$ cat src/hw/dpc_map.svh
// register map, field positions and codes of the digital path control
`ifndef DPC_MAP_SVH
`define DPC_MAP_SVH

`define DPC_ADC_W 14

// register indices; byte address is four times the index
`define DPC_IDX_ROUTE 10'h024
`define DPC_IDX_DECIM 10'h025
`define DPC_IDX_STATUS 10'h030
`define DPC_ADDR_ROUTE ({`DPC_IDX_ROUTE, 2'b00})
`define DPC_ADDR_DECIM ({`DPC_IDX_DECIM, 2'b00})
`define DPC_ADDR_STATUS ({`DPC_IDX_STATUS, 2'b00})

`define DPC_ROUTE_RESET 8'h00
`define DPC_DECIM_RESET 8'h00

// path_routing_control fields
`define DPC_AVG_BIT 5
`define DPC_SEL_HI 4
`define DPC_SEL_LO 3
`define DPC_FEAT_BIT 2
`define DPC_DEC_EN_BIT 1

// decimation_mode_control fields
`define DPC_SEL_EN_BIT 7
`define DPC_FACT_HI 6
`define DPC_FACT_LO 4
`define DPC_REAL_BIT 3
`define DPC_PHASE_BIT 0

// status word fields
`define DPC_ST_FEAT_BIT 0
`define DPC_ST_DON_BIT 1
`define DPC_ST_LG_HI 4
`define DPC_ST_LG_LO 2
`define DPC_ST_REAL_BIT 5
`define DPC_ST_MIX_BIT 6
`define DPC_ST_INV_BIT 7
`define DPC_ST_AVG_BIT 8
`define DPC_ST_SEL_BIT 9

// selector and factor codes
`define DPC_SEL_STRAIGHT 2'h0
`define DPC_SEL_ALL_A 2'h1
`define DPC_SEL_ALL_B 2'h2
`define DPC_SEL_AVG 2'h3
`define DPC_FACT_BYPASS 3'h0
`define DPC_FACT_MAX 3'h5

`endif

$ cat src/hw/dpc_pkg.sv
// types shared by the digital path control modules
package dpc_pkg;

  typedef enum logic [1:0] {
    route_straight,
    route_all_a,
    route_all_b,
    route_average
  } dpc_route_e;

  typedef enum logic {
    apb_idle,
    apb_answer
  } dpc_apb_e;

  typedef struct packed {
    logic [13:0] a;
    logic [13:0] b;
    logic v;
  } dpc_route_s;

  typedef struct packed {
    logic [7:0] route_reg;
    logic [7:0] decim_reg;
    dpc_apb_e apb;
    logic [31:0] rdata;
    logic ready;
    logic err;
    logic [4:0] dcnt;
    logic [13:0] oa;
    logic [13:0] ob;
    logic ov;
    logic feat;
    logic don;
    logic [2:0] lg;
    logic rmode;
    logic mix;
    logic inv;
    logic avg;
    logic sel_on;
  } dpc_state_s;

endpackage : dpc_pkg

$ cat src/hw/dpc_route.sv
// input selector and channel averaging stage ahead of the two paths
`timescale 1ns/1ns
`default_nettype none
`include "dpc_map.svh"

module dpc_route (
  input wire logic pclk,
  input wire logic presetn,
  input wire logic [13:0] in_a,
  input wire logic [13:0] in_b,
  input wire logic in_valid,
  input wire dpc_pkg::dpc_route_e route,
  output logic [13:0] out_a,
  output logic [13:0] out_b,
  output logic out_valid
);

  dpc_pkg::dpc_route_s s;
  dpc_pkg::dpc_route_s next_s;
  logic [14:0] sum;
  logic [13:0] mean;
  logic [13:0] pick [2];

  ////////////////////////////////////////////////////////////////
  // samples are two's complement, so the halving keeps the sign
  // average of channels
  assign sum = {in_a[13], in_a} + {in_b[13], in_b};
  assign mean = sum[14:1];

  // path 0 is path A, path 1 is path B
  for (genvar g = 0; g < 2; g++) begin : g_path
    always_comb begin
      case (route)
        // fixed channel routes
        dpc_pkg::route_all_a: pick[g] = in_a;
        dpc_pkg::route_all_b: pick[g] = in_b;
        // averaged sample to both
        dpc_pkg::route_average: pick[g] = mean;
        default: pick[g] = (g == 0) ? in_a : in_b;
      endcase
    end
  end

  ////////////////////////////////////////////////////////////////
  always_comb begin
    next_s = s;
    next_s.v = in_valid;
    if (in_valid) begin
      next_s.a = pick[0];
      next_s.b = pick[1];
    end
  end

  always_ff @(posedge pclk or negedge presetn) begin
    if (!presetn) begin
      s <= '0;
    end else begin
      s <= next_s;
    end
  end

  assign out_a = s.a;
  assign out_b = s.b;
  assign out_valid = s.v;

endmodule : dpc_route
`default_nettype wire

$ cat src/hw/dpc_path_ctrl.sv
// register file and path control of the dual converter feature path
//
// Function
// With averaging on, the sample fed onward is (A+B)/2, otherwise none.
// Software enables the selector at code 11, the decimator and the path.
// Selector code 00 is straight, 01 sends A to both, 10 sends B to both.
// Selector code 11 sends the averaged sample to both paths.
// Path bit 0 bypasses all features; 1 sends data through them. In bypass, nco_phase_invert still follows the phase bit.
// The decimator enable bit turns decimation on for both channels.
// The selector code only acts while the selector enable bit is 1.
// Factor 000 is no decimation, 001 to 101 give 2 to 32, rest unused.
// Real output bit 1 gives low-pass real decimation without mixing.
// Software should zero the oscillator frequency in real mode.
// Phase invert bit 1 inverts the oscillator phase, 0 leaves it.
`timescale 1ns/1ns
`default_nettype none
`include "dpc_map.svh"

module dpc_path_ctrl (
  input wire logic pclk,
  input wire logic presetn,
  input wire logic psel,
  input wire logic penable,
  input wire logic pwrite,
  input wire logic [11:0] paddr,
  input wire logic [31:0] pwdata,
  output logic [31:0] prdata,
  output logic pready,
  output logic pslverr,
  input wire logic [13:0] adc_a,
  input wire logic [13:0] adc_b,
  input wire logic adc_valid,
  output logic [13:0] path_a_data,
  output logic [13:0] path_b_data,
  output logic path_valid,
  output logic feature_path_active,
  output logic decimator_active,
  output logic [2:0] decim_log2,
  output logic real_decimation,
  output logic mixer_enable,
  output logic nco_phase_invert,
  output logic channel_average_active
);

  dpc_pkg::dpc_state_s s;
  dpc_pkg::dpc_state_s next_s;
  dpc_pkg::dpc_route_e route_now;
  logic [13:0] mux_a;
  logic [13:0] mux_b;
  logic mux_v;
  logic [2:0] lg_now;
  logic [4:0] limit;
  logic setup;
  logic access;
  logic hit_route;
  logic hit_decim;
  logic hit_status;

  ////////////////////////////////////////////////////////////////
  // decoding used by the data path and by the status read

  function automatic dpc_pkg::dpc_route_e eff_route(
    input logic [7:0] r,
    input logic [7:0] d
  );
    logic [1:0] code;
    code = r[`DPC_SEL_HI:`DPC_SEL_LO];
    eff_route = dpc_pkg::route_straight;
    // bypass skips the selector
    if (!r[`DPC_FEAT_BIT]) begin
      eff_route = dpc_pkg::route_straight;
    // selector gated by enable
    end else if (!d[`DPC_SEL_EN_BIT]) begin
      eff_route = dpc_pkg::route_straight;
    end else begin
      case (code)
        // selector codes
        `DPC_SEL_ALL_A: eff_route = dpc_pkg::route_all_a;
        `DPC_SEL_ALL_B: eff_route = dpc_pkg::route_all_b;
        `DPC_SEL_AVG: begin
          // averaging needs enable bit
          if (r[`DPC_AVG_BIT]) begin
            // average to both paths
            eff_route = dpc_pkg::route_average;
          end else begin
            eff_route = dpc_pkg::route_straight;
          end
        end
        default: eff_route = dpc_pkg::route_straight;
      endcase
    end
  endfunction : eff_route

  function automatic logic [2:0] eff_log2(
    input logic [7:0] r,
    input logic [7:0] d
  );
    logic [2:0] f;
    f = d[`DPC_FACT_HI:`DPC_FACT_LO];
    eff_log2 = `DPC_FACT_BYPASS;
    // no decimation in bypass
    if (!r[`DPC_FEAT_BIT]) begin
      eff_log2 = `DPC_FACT_BYPASS;
    // decimator off for both
    end else if (!r[`DPC_DEC_EN_BIT]) begin
      eff_log2 = `DPC_FACT_BYPASS;
    // unused codes act as bypass
    end else if (f > `DPC_FACT_MAX) begin
      eff_log2 = `DPC_FACT_BYPASS;
    end else begin
      eff_log2 = f;
    end
  endfunction : eff_log2

  // status word, one bit per flag and a three-bit factor field
  function automatic logic [31:0] status_word(
    input dpc_pkg::dpc_state_s st
  );
    status_word = 32'h0000_0000;
    status_word[`DPC_ST_FEAT_BIT] = st.feat;
    status_word[`DPC_ST_DON_BIT] = st.don;
    status_word[`DPC_ST_LG_HI:`DPC_ST_LG_LO] = st.lg;
    status_word[`DPC_ST_REAL_BIT] = st.rmode;
    status_word[`DPC_ST_MIX_BIT] = st.mix;
    status_word[`DPC_ST_INV_BIT] = st.inv;
    status_word[`DPC_ST_AVG_BIT] = st.avg;
    status_word[`DPC_ST_SEL_BIT] = st.sel_on;
  endfunction : status_word

  // unmapped offsets and writes to the read-only status word fail
  function automatic logic bus_fault(
    input logic w,
    input logic [11:0] a
  );
    bus_fault = 1'b1;
    if (a == `DPC_ADDR_ROUTE || a == `DPC_ADDR_DECIM) begin
      bus_fault = 1'b0;
    end else if (a == `DPC_ADDR_STATUS) begin
      bus_fault = w;
    end
  endfunction : bus_fault

  assign route_now = eff_route(s.route_reg, s.decim_reg);
  assign lg_now = eff_log2(s.route_reg, s.decim_reg);

  ////////////////////////////////////////////////////////////////
  // selector and averaging stage, one cycle of latency

  dpc_route u_route (
    .pclk(pclk),
    .presetn(presetn),
    .in_a(adc_a),
    .in_b(adc_b),
    .in_valid(adc_valid),
    .route(route_now),
    .out_a(mux_a),
    .out_b(mux_b),
    .out_valid(mux_v)
  );

  ////////////////////////////////////////////////////////////////
  // bus decode

  assign setup = psel && !penable;
  assign access = psel && penable && s.ready;
  assign hit_route = (paddr == `DPC_ADDR_ROUTE);
  assign hit_decim = (paddr == `DPC_ADDR_DECIM);
  assign hit_status = (paddr == `DPC_ADDR_STATUS);

  // samples dropped per output: one less than two to the factor
  assign limit = 5'((6'h01 << s.lg) - 6'h01);

  ////////////////////////////////////////////////////////////////
  always_comb begin
    next_s = s;

    // answer is prepared in setup so the access phase needs no wait
    case (s.apb)
      dpc_pkg::apb_idle: begin
        next_s.ready = 1'b0;
        next_s.err = 1'b0;
        if (setup) begin
          next_s.apb = dpc_pkg::apb_answer;
          next_s.ready = 1'b1;
          // error flag only ever rises together with ready
          next_s.err = bus_fault(pwrite, paddr);
          next_s.rdata = 32'h0000_0000;
          if (!pwrite) begin
            if (hit_route) begin
              next_s.rdata = {24'h00_0000, s.route_reg};
            end else if (hit_decim) begin
              next_s.rdata = {24'h00_0000, s.decim_reg};
            end else if (hit_status) begin
              next_s.rdata = status_word(s);
            end
          end
        end
      end
      dpc_pkg::apb_answer: begin
        if (access) begin
          next_s.apb = dpc_pkg::apb_idle;
          next_s.ready = 1'b0;
          next_s.err = 1'b0;
          // all eight bits stored as written, reserved ones too
          if (pwrite && hit_route) begin
            next_s.route_reg = pwdata[7:0];
          end
          if (pwrite && hit_decim) begin
            next_s.decim_reg = pwdata[7:0];
          end
        end else if (!psel) begin
          // master abandoned the transfer; drop the answer
          next_s.apb = dpc_pkg::apb_idle;
          next_s.ready = 1'b0;
          next_s.err = 1'b0;
        end
      end
      default: begin
        next_s.apb = dpc_pkg::apb_idle;
        next_s.ready = 1'b0;
        next_s.err = 1'b0;
      end
    endcase

    // control outputs follow the registers one cycle later
    // feature path select
    next_s.feat = s.route_reg[`DPC_FEAT_BIT];
    // decimator on only with the path active
    next_s.don = s.route_reg[`DPC_FEAT_BIT]
      && s.route_reg[`DPC_DEC_EN_BIT];
    // factor as power of two
    next_s.lg = lg_now;
    // real mode drops the mixer
    next_s.rmode = next_s.don && s.decim_reg[`DPC_REAL_BIT];
    next_s.mix = next_s.don && !s.decim_reg[`DPC_REAL_BIT];
    // oscillator phase invert
    next_s.inv = s.decim_reg[`DPC_PHASE_BIT];
    // averaging reported only when in use
    next_s.avg = (route_now == dpc_pkg::route_average);
    // selector enable in effect
    next_s.sel_on = s.route_reg[`DPC_FEAT_BIT]
      && s.decim_reg[`DPC_SEL_EN_BIT];

    // the filter taps sit downstream; this stage only paces the
    // stream so a factor change restarts the phase count
    next_s.ov = 1'b0;
    if (s.lg != lg_now) begin
      next_s.dcnt = 5'h00;
    end else if (mux_v) begin
      if (s.dcnt >= limit) begin
        // one output per 2^n samples
        next_s.dcnt = 5'h00;
        next_s.ov = 1'b1;
        next_s.oa = mux_a;
        next_s.ob = mux_b;
      end else begin
        next_s.dcnt = 5'(s.dcnt + 5'h01);
      end
    end
  end

  always_ff @(posedge pclk or negedge presetn) begin
    if (!presetn) begin
      s <= '0;
      s.route_reg <= `DPC_ROUTE_RESET;
      s.decim_reg <= `DPC_DECIM_RESET;
      s.apb <= dpc_pkg::apb_idle;
    end else begin
      s <= next_s;
    end
  end

  ////////////////////////////////////////////////////////////////
  // every output straight from the state register

  assign prdata = s.rdata;
  assign pready = s.ready;
  assign pslverr = s.err;
  assign path_a_data = s.oa;
  assign path_b_data = s.ob;
  assign path_valid = s.ov;
  assign feature_path_active = s.feat;
  assign decimator_active = s.don;
  assign decim_log2 = s.lg;
  assign real_decimation = s.rmode;
  assign mixer_enable = s.mix;
  assign nco_phase_invert = s.inv;
  assign channel_average_active = s.avg;

endmodule : dpc_path_ctrl
`default_nettype wire

$ cat config.mk
export PLATFORM = sky130hd
export DESIGN_NAME = dpc_path_ctrl
export DESIGN_NICKNAME = d
export VERILOG_FILES = /design/src/hw/dpc_pkg.sv /design/src/hw/dpc_route.sv /design/src/hw/dpc_path_ctrl.sv
export VERILOG_INCLUDE_DIRS = /design/src /design/src/hw
export SDC_FILE = /design/constraint.sdc
export NUM_CORES = 1
export LEC_CHECK = 0
export BUFFER_PORTS_ARGS = -buffer_cell sky130_fd_sc_hd__buf_4
export CAP_MARGIN = 30
export CORE_MARGIN = 2
export CORE_UTILIZATION = 50
export CTS_CLUSTER_DIAMETER = 100
export DETAILED_ROUTE_END_ITERATION = 10
export GPL_TIMING_DRIVEN = 1
export PLACE_DENSITY = 0.76
export SKIP_LAST_GASP = 1
export SYNTH_ARGS = -nofsm -noshare
export SYNTH_HDL_FRONTEND = slang
export SYNTH_SLANG_ARGS = --single-unit
$ cat constraint.sdc
create_clock -name pclk -period 3.3 [get_ports pclk]
set_clock_uncertainty 0.2 [all_clocks]
set_input_delay 0.33 -clock pclk [delete_from_list [all_inputs] [get_ports pclk]]
set_output_delay 0.33 -clock pclk [all_outputs]
set_load 0.02 [all_outputs]
==> impl_metrics.ini, run 1 <==
[yosys]
ys_ff_latch = 102
async_flop_share = 1.00
synthDistinctLibCells = 64
synth_top_area_cell = dfrtp_1
ys_seq_area_frac = 0.439
syn-mean-instance-area_um2 = 10.1
synthesis.area_um2 = 5810
ys.flop_type = dfrtp_1
synth_cells = 578
ys_warn_count = 0
synth_edf_count = 0
synth_top_area_share = 0.439
synthTopCellsByArea = dfrtp_1 44%, buf_4 8.4%, mux2_2 6.8%

[cells_and_area]
diodes = 0
area_delta_synth_final_pct = 13.8
nets = 731
drive_gt1_frac = 0.281
instances_no_fill = 781
fin_util = 0.582

[placed_design]
post-place-ws_ps = 517
gp_congestion = 0.859
placed_cells = 762
dp_hpwl_um = 9320
io_buffers = 103

[setup_path]
worstSetupPathType = reg -> reg
start_kind = flop
rrSetupSlack_ps = 480
required_ps = 3340
rr_worst_depth = 8
crit_end = path_b_data[5]
crit-reg2reg-launch = decim_log2[2]
critPathMaxFanout = 29
cp-startpoint = decim_log2[2]
regToRegEndpoint = path_b_data[5]
worstSetupEndpointType = flop
slowest_delay_ps = 470
crit_arrival_ps = 2850
critical_path.cell_chain = or3_1 -> ha_1 -> nand2b_1 -> a211oi_1 -> o21a_1 -> nand3b_1 -> buf_12 -> mux2_2
crit_slowest_cell = dfrtp_1

[routing]
vias = 4377
drt_wl_total_um = 13100
route.antenna.remaining_nets = 0
drt-initial-drc-count = 242
first_pass_iters = 5
wl_per_cell_um = 16.7
drc_errors = 0
via_per_inst = 5.60

[floorplan]
dieArea_um2 = 12500
io_pins = 150
dieHeight_um = 112
core.rowCount = 39
coreArea_um2 = 11400
initial_core_util = 0.511
die_x_um = 112

[grt]
grt_max_degree = 75
grtUsageTotal = 0.214
grt_first_pass_wirelength_um = 21700
antenna_found_initial = 0
overflow = 0
grt_pass1_vias = 4377

[clocking]
root_buffer = clkbuf_16
cts_resized = 0
clk_path_buf_depth = 2
cts.sinks = 102
numCtsBuffers = 9
post_cts_buffers = 0
ctsHoldBuffers = 2
clk_pin_slew_ps = 80
cts_tree = built
htree_levels = 3
insertion_delay_ps = 350

[timing]
max_freq_mhz = 355
setup_viol = 0
fin_setup_tns_ps = 0
fin_ws_ps = 483
post-route-min-period_ps = 2820
hold_viol = 0
slew_violations = 0
slew_headroom = 0.482
rsz0062_at_grt = no
worstMarginPinSlew_ps = 777
finalCritPeriodShare = 0.854

[flow_run]
max_cap_violations = 0

[power]
ir_worst_vdd_v = 0.000308
p_leak_nw = 3.03
power.density_nw_per_um2 = 457

[hold_path]
min_path_type = in -> reg

[run_status]
outcome = finished, final reports clean
metal layers:
metal  GRT usage  vias up  share of wire
met5           0        -              0
met4      0.0765        0          0.017
met3      0.0316       15          0.049
met2       0.369      133           0.50
met1       0.277     2154           0.43
li1            -     2075              -
power by group:
part           switching [W]  leakage [nW]  internal, W
Sequential         0.0000510          1.26      0.00134
Combinational       0.000318          1.64     0.000256
Clock               0.000522         0.138     0.000531
Total               0.000891          3.03      0.00213
worst min-delay path by stage:
| stage | from | end | slack [ps] | depth (start not counted) |
|---|---|---|---|---|
| 5_1_grt | pwdata[2] | next_s[9] | 20 | 2 |
| 6_report | pwdata[1] | s[88] | 30 | 2 |
| 3_5_place_dp | next_s[2] | nco_phase_invert | 200 | 0 |
| 3_3_place_gp | next_s[2] | nco_phase_invert | 180 | 0 |
| 2_1_floorplan | presetn | channel_average_active | -170 | 0 |
| 4_1_cts | pwdata[0] | s[87] | 20 | 2 |
flip-flops by register name, indices dropped and copies added (netlist names), 2 cells and up:
signal	flops
path_a_data	14
path_b_data	14
prdata	10
decim_log2	3
u_route.out_a	14
next_s	2
u_route.out_b	14
s	21
layout by cell type (no fill, tap or decap), types with 7 or more instances in the layout:
cell,count
inv_1,15
a21o_1,9
xnor2_1,8
clkbuf_16,9
a221oi_1,9
dfrtp_1,102
buf_4,107
o21ai_0,28
mux2_4,8
nand2_1,58
conb_1,22
nand3_1,12
ha_1,19
nor2_1,37
a21oi_1,45
a31oi_1,14
a22oi_1,7
mux2_2,35
critical path: cells and delay by family (launching register included):
kind / cells / cell delay (ps)
AND/OR/NAND/NOR: 3 / 710
buffers and inverters: 1 / 210
adder cells (fa/ha/maj): 1 / 270
flip-flops: 1 / 470
multiplexers: 1 / 360
AO/OA/AOI/OAI: 2 / 460
synthesized netlist by cell type, types with 2 or more instances:
library cell	instances
dfrtp_1	102
buf_4	65
nand2_1	58
a21oi_1	45
nor2_1	37
mux2_2	35
o21ai_0	28
ha_1	19
clkbuf_1	16
inv_1	15
a31oi_1	14
nand3_1	12
a21o_1	9
a221oi_1	9
mux2_4	8
xnor2_1	8
a22oi_1	7
a41oi_1	5
nand4_1	5
or3_1	5
nand2b_1	4
nor2b_1	4
nor3_1	4
nor3b_1	4
a21boi_0	3
and2_1	3
and3_1	3
buf_6	3
o211ai_1	3
o21bai_1	3
o221ai_1	3
clkbuf_2	2
mux2_1	2
mux2i_1	2
nand3b_1	2
o22a_1	2
xor2_1	2
through the flow:
step	hold slack, ps	power [W]	instance area, um^2
floorplan	-166	0.00184	5890
global placement	184	0.00197	6270
detailed placement	198	0.00199	6270
CTS	20.0	0.00304	6590
global route	24.1	0.00315	6610
finish	26.0	0.00302	6610
final cells by class:
cell class              instances  area (um^2)
repair buffers                111          871
multi-input cells             394         2660
inverters                      15         56.3
clock buffers                   9          225
well taps                     143          179
fillers                       966         4760
flip-flops and latches        102         2550
clock inverters                 7         66.3
logic make-up (layout without fill, tap and decap cells):
kind of cell,count (synthesis),after routing,share of synthesized area
fa+ha+maj,20,20,0.0444
other cells,1,22,0.000646
buf+inv,103,142,0.116
flops,102,102,0.439
xor+xnor,10,10,0.0151
compound gates,140,140,0.152
mux,47,47,0.0958
simple gates,155,155,0.137
Note: power is estimated with default switching activity, not from simulation.
==> run 2, diff against run 1 <==
Settings changed: PLACE_DENSITY 0.76 to 0.75, SYNTH_HIERARCHICAL from default to 1.
==> impl_metrics.ini, run 2 <==
[run_status]
outcome = finished, final reports clean

[placed_design]
gp_congestion = 0.905
dp_hpwl_um = 9800
post-place-ws_ps = 163
io_buffers = 103
placed_cells = 835

[hold_path]
whs_path_depth = 2
holdCritStartpoint = pwdata[0]
min_to = s[87]
min_path_type = in -> reg

[setup_path]
regToRegEndpoint = path_a_data[8]
rr_worst_depth = 11
worstSetupEndpointType = flop
crit_arrival_ps = 3170
critPathMaxFanout = 29
critical_path.cell_chain = or3_1 -> ha_1 -> nor3_1 -> a21oi_1 -> o21a_1 -> ha_1 -> a21o_1 -> a31oi_2 -> nor3b_4 -> buf_12 -> mux2_1
crit_slowest_cell = or3_1
slowest_delay_ps = 420
worstSetupPathType = reg -> reg
crit-reg2reg-launch = decim_log2[2]
required_ps = 3330
path_common_cell = ha_1
start_kind = flop
rrSetupSlack_ps = 160

[grt]
grt_first_pass_wirelength_um = 22000
overflow = 0
grt_max_degree = 58
grtUsageTotal = 0.209
antenna_found_initial = 0
grt_pass1_vias = 4714

[clocking]
clk_path_buf_depth = 2
insertion_delay_ps = 350
cts_resized = 0
cts_tree = built
numCtsBuffers = 9
clk_pin_slew_ps = 70
ctsHoldBuffers = 2
cts.sinks = 102
post_cts_buffers = 0
htree_levels = 3
root_buffer = clkbuf_16

[timing]
finalCritPeriodShare = 0.952
slew_headroom = 0.416
slew_violations = 0
hold_viol = 0
fin_ws_ps = 158
post-route-min-period_ps = 3140
rsz0062_at_grt = no
max_freq_mhz = 318
setup_viol = 0
worstMarginPinSlew_ps = 870
fin_setup_tns_ps = 0

[yosys]
ys_top_cells_by_count = 102 x dfrtp_1, 65 x buf_4, 54 x nand2_1, 52 x a21oi_1, 45 x nor2_1
yosys.cell_count.top_type = dfrtp_1
async_flop_share = 1.00
syn-mean-instance-area_um2 = 9.54
synth_edf_count = 0
synth_top_area_cell = dfrtp_1
synth_top_area_share = 0.416
ys.flop_type = dfrtp_1
synth_cells = 643
synthDistinctLibCells = 62
synthTopCellsByArea = dfrtp_1 42%, buf_4 8.0%, mux2_2 6.8%
ys_seq_area_frac = 0.416
ys_ff_latch = 102
synthesis.area_um2 = 6130
ys_warn_count = 6

[cells_and_area]
nets = 800
seq_area_um2 = 2550
final_common_cell = buf_4
instances_no_fill = 852
mostFrequentLayoutCells = 115 x buf_4, 102 x dfrtp_1, 54 x nand2_1
diodes = 0
largest_reg_flops = 21
fillCellCount = 1038
multi_input_area_um2 = 3020
fin_util = 0.582
drive_gt1_frac = 0.261
largest-register = s
area_delta_synth_final_pct = 14.1

[power]
combPwrFrac = 0.187
pwr-share-seq = 0.461
swShare = 0.277
p_leak_nw = 3.29
switchingPower_w = 0.000834
power.density_nw_per_um2 = 430
p_clk_frac = 0.352
ir_worst_vdd_v = 0.000381
p_int_w = 0.00217

[floorplan]
dieHeight_um = 115
io_pins = 150
coreArea_um2 = 12000
core.rowCount = 40
dieArea_um2 = 13200
initial_core_util = 0.511
die_x_um = 115

[routing]
via_per_inst = 5.53
drt_wl_total_um = 13100
drc_errors = 0
drt-initial-drc-count = 352
vias = 4715
route.antenna.remaining_nets = 0
first_pass_iters = 6
wl_per_cell_um = 15.4

[flow_run]
max_cap_violations = 0
run 2: cell types whose count changed in the layout (fill, tap and decap cells not counted), sizes merged, moves of 6 or more:
cell,change
nor2b,+15
mux2i,+12
nor2,+10
o22ai,+10
a221oi,-9
a21oi,+8
a22oi,-8
nor3,+8
and2b,+7
buf,+7
nand2b,+7
inv,-6
run 2: worst max path at each step:
stage,start,to,depth (start not counted)
4_1_cts,decim_log2[2],path_a_data[8],11
3_5_place_dp,decim_log2[2],path_a_data[8],11
5_1_grt,decim_log2[2],path_a_data[8],11
2_1_floorplan,decim_log2[0],path_a_data[10],13
6_report,decim_log2[2],path_a_data[8],11
3_3_place_gp,decim_log2[2],path_a_data[8],11
run 2: final cells by class:
type,instances,area share
Inverter,10,0.00537
Sequential cell,102,0.365
Clock inverter,6,0.0100
Tap cell,147,0.0263
Multi-Input combinational cell,460,0.432
Timing Repair Buffer,118,0.129
Clock buffer,9,0.0322
run 2: kinds of logic after synthesis:
kind of cell / after synthesis / synth area share
AOI/OAI and AO/OA: 138 / 0.136
xor gates and xnor gates: 5 / 0.00714
adders and majority gates: 21 / 0.0441
buffers and inverters: 102 / 0.106
DFF: 102 / 0.416
muxes: 60 / 0.107
other: 1 / 0.000612
and+or+nand+nor: 214 / 0.182
run 2: per-layer routing:
metal | wire, um | part of all wire | GRT usage
met1 | 5740 | 0.44 | 0.272
met2 | 6270 | 0.48 | 0.346
met3 | 963 | 0.073 | 0.0538
met4 | 154 | 0.012 | 0.0667
met5 | 0 | 0 | 0
run 2: power groups by stage:
| stage | registers, W | clock network [W] | logic (W) |
|---|---|---|---|
| 6_report | 0.00139 | 0.00106 | 0.000561 |
| 5_1_grt | 0.00140 | 0.00114 | 0.000617 |
| 4_1_cts | 0.00139 | 0.00109 | 0.000563 |
| 3_5_place_dp | 0.00141 | 0 | 0.000559 |
| 3_3_place_gp | 0.00141 | 0 | 0.000546 |
| 2_1_floorplan | 0.00140 | 0 | 0.000430 |
run 2: stage by stage:
stage | instance area (um^2) | hold slack (ps) | power (W)
finish | 7000 | 17.0 | 0.00301
global route | 7000 | 3.92 | 0.00316
CTS | 7000 | 8.00 | 0.00304
detailed placement | 6680 | 196 | 0.00197
global placement | 6680 | 181 | 0.00195
floorplan | 6220 | -166 | 0.00183
run 2: critical path: cells and delay by family (launching register included):
kind / cells / cell delay, ps
multiplexers: 1 / 320
adder cells (fa/ha/maj): 2 / 550
AND/OR/NAND/NOR: 3 / 680
buffers and inverters: 1 / 180
AO/OA/AOI/OAI: 4 / 690
flip-flops: 1 / 380
==> run 3, diff against run 2 <==
Settings changed: ABC_AREA from default to 1, PLACE_DENSITY 0.75 to 0.78.
==> impl_metrics.ini, run 3 <==
[flow_run]
max_cap_violations = 0

[routing]
vias = 5328
wl_per_cell_um = 13.6
route.antenna.remaining_nets = 0
first_pass_iters = 5
via_per_inst = 5.08
drc_errors = 0
drt-initial-drc-count = 447
drt_wl_total_um = 14300

[placed_design]
io_buffers = 103
dpl_cell_area_um2 = 6760
placed_cells = 1036
gp_congestion = 0.842
dp_hpwl_um = 10900

[cells_and_area]
largest-register = s
mostFrequentLayoutCells = 225 x nand2_1, 107 x buf_4, 102 x dfrtp_1
area_delta_synth_final_pct = 12.3
nets = 979
fillCellCount = 1147
instances_no_fill = 1049
largest_reg_flops = 21
final_area_um2 = 7030
drive_gt1_frac = 0.167
diodes = 0
final_common_cell = nand2_1

[yosys]
synthTopCellsByArea = dfrtp_1 41%, nand2_1 13%, buf_4 7.8%
ys_seq_area_frac = 0.408
async_flop_share = 1.00
synth_top_family_by_area = simple AND/OR/NAND/NOR gates
ys.flop_type = dfrtp_1
ys_warn_count = 6
ys_ff_latch = 102
synth_fa_ha_area_frac = 0.0432
syn-mean-instance-area_um2 = 7.59
ys_top_cells_by_count = 225 x nand2_1, 102 x dfrtp_1, 101 x inv_1, 65 x buf_4
synthMuxAreaShare = 0
synth_edf_count = 0
synth_cells = 825
yosys.cell_count.top_type = nand2_1
synth_top_area_share = 0.408
synth_xor_area_frac = 0.00700
synth_top_area_cell = dfrtp_1
synthesis.area_um2 = 6260
synthDistinctLibCells = 41
yosys.area_share.simple = 0.259
synth_compound_gate_area_share = 0.122

[grt]
antenna_found_initial = 0
overflow = 0
grt_first_pass_wirelength_um = 22800
grt_max_degree = 67
grtUsageTotal = 0.217
grt_pass1_vias = 4724

[timing]
post-route-min-period_ps = 3000
hold_viol = 0
rsz0062_at_grt = no
slew_violations = 0
max_freq_mhz = 334
hold_ws_ps = 87.7
slew_headroom = 0.437
setup_viol = 0
finalCritPeriodShare = 0.908
fin_setup_tns_ps = 0
worstMarginPinSlew_ps = 841

[power]
p_clk_frac = 0.330
power.density_nw_per_um2 = 401
ir_worst_vdd_v = 0.000272
p_leak_nw = 3.78
swShare = 0.277
combPwrFrac = 0.182
p_int_w = 0.00203
pwr-share-seq = 0.488
switchingPower_w = 0.000781

[clocking]
clk_path_buf_depth = 2
cts.sinks = 102
numCtsBuffers = 9
ctsHoldBuffers = 1
cts_tree = built
post_cts_buffers = 0
root_buffer = clkbuf_16
insertion_delay_ps = 340
clk_pin_slew_ps = 60
cts_resized = 0
htree_levels = 3

[setup_path]
start_kind = flop
critPathMaxFanout = 29
required_ps = 3370
crit_end = path_a_data[13]
worstSetupPathType = reg -> reg
cp-startpoint = decim_log2[0]
crit-reg2reg-launch = decim_log2[0]
worstSetupEndpointType = flop
rr_worst_depth = 14
crit_arrival_ps = 3070
regToRegEndpoint = path_a_data[13]
rrSetupSlack_ps = 300

[floorplan]
dieHeight_um = 116
core.rowCount = 40
dieArea_um2 = 13400
initial_core_util = 0.517
io_pins = 150
die_x_um = 116
coreArea_um2 = 12100

[hold_path]
min_path_type = in -> reg
holdCritStartpoint = pwrite

[run_status]
outcome = finished, final reports clean
-- run 3: cell types whose count changed in the layout (fill, tap and decap cells not counted), sizes merged, moves of 14 or more --
cell / before / now
o21ai: 25 / 63
a21oi: 53 / 35
mux2: 46 / 0
nor2: 47 / 68
nand2: 55 / 232
a221oi: 0 / 25
nor2b: 19 / 0
a21o: 14 / 0
mux2i: 14 / 0
nand3: 13 / 47
inv: 12 / 104
-- run 3: final cells by class --
cell class,instances,area [um^2],area share
Clock buffer,10,239,0.0340
Sequential cell,102,2550,0.363
Multi-Input combinational cell,553,2780,0.396
Clock inverter,2,12.5,0.00178
Inverter,105,394,0.0561
Tap cell,168,210,0.0299
Timing Repair Buffer,109,833,0.119
-- run 3: critical path: stages, from the launching register on --
cell	delay, ps
dfrtp_1	460
inv_1	140
nand3_1	120
ha_1	180
o21ai_0	100
xnor2_1	140
ha_1	310
nand2_1	80
nor2_1	100
nand2_1	70
nand3_1	140
nand2_1	130
nor2_4	500
nand2_1	150
nand2_1	100
-- run 3: worst min path at each step --
stage / end / slack (ps) / depth (start not counted)
2_1_floorplan: channel_average_active / -170 / 0
3_3_place_gp: nco_phase_invert / 180 / 0
3_5_place_dp: nco_phase_invert / 190 / 0
4_1_cts: pslverr / 70 / 3
5_1_grt: u_route/out_a[0] / 100 / 3
6_report: pslverr / 90 / 3
-- run 3: cell families after synthesis --
logic type	Yosys count
AO/OA/AOI/OAI	130
XOR/XNOR	5
adder cells (fa/ha/maj)	21
buffers and inverters	191
flip-flops	102
other	1
AND/OR/NAND/NOR	375
-- run 3: through the flow --
stage	power, W	utilization	setup WS (ps)
floorplan	0.00176	-	655
global placement	0.00190	0.558	395
detailed placement	0.00191	0.558	353
CTS	0.00283	0.580	326
global route	0.00295	0.580	27.8
finish	0.00282	0.580	305
-- run 3: layer usage --
layer / routed length [um] / global-route usage
met1: 6890 / 0.335
met2: 6330 / 0.319
met3: 873 / 0.0314
met4: 184 / 0.0603
met5: 0 / 0
-- run 3: power groups by stage --
stage | Clock, W | Sequential [W] | Combinational, W
2_1_floorplan | 0 | 0.00138 | 0.000380
6_report | 0.000930 | 0.00137 | 0.000512
3_3_place_gp | 0 | 0.00139 | 0.000502
3_5_place_dp | 0 | 0.00140 | 0.000511
5_1_grt | 0.000995 | 0.00138 | 0.000571
4_1_cts | 0.000941 | 0.00137 | 0.000514
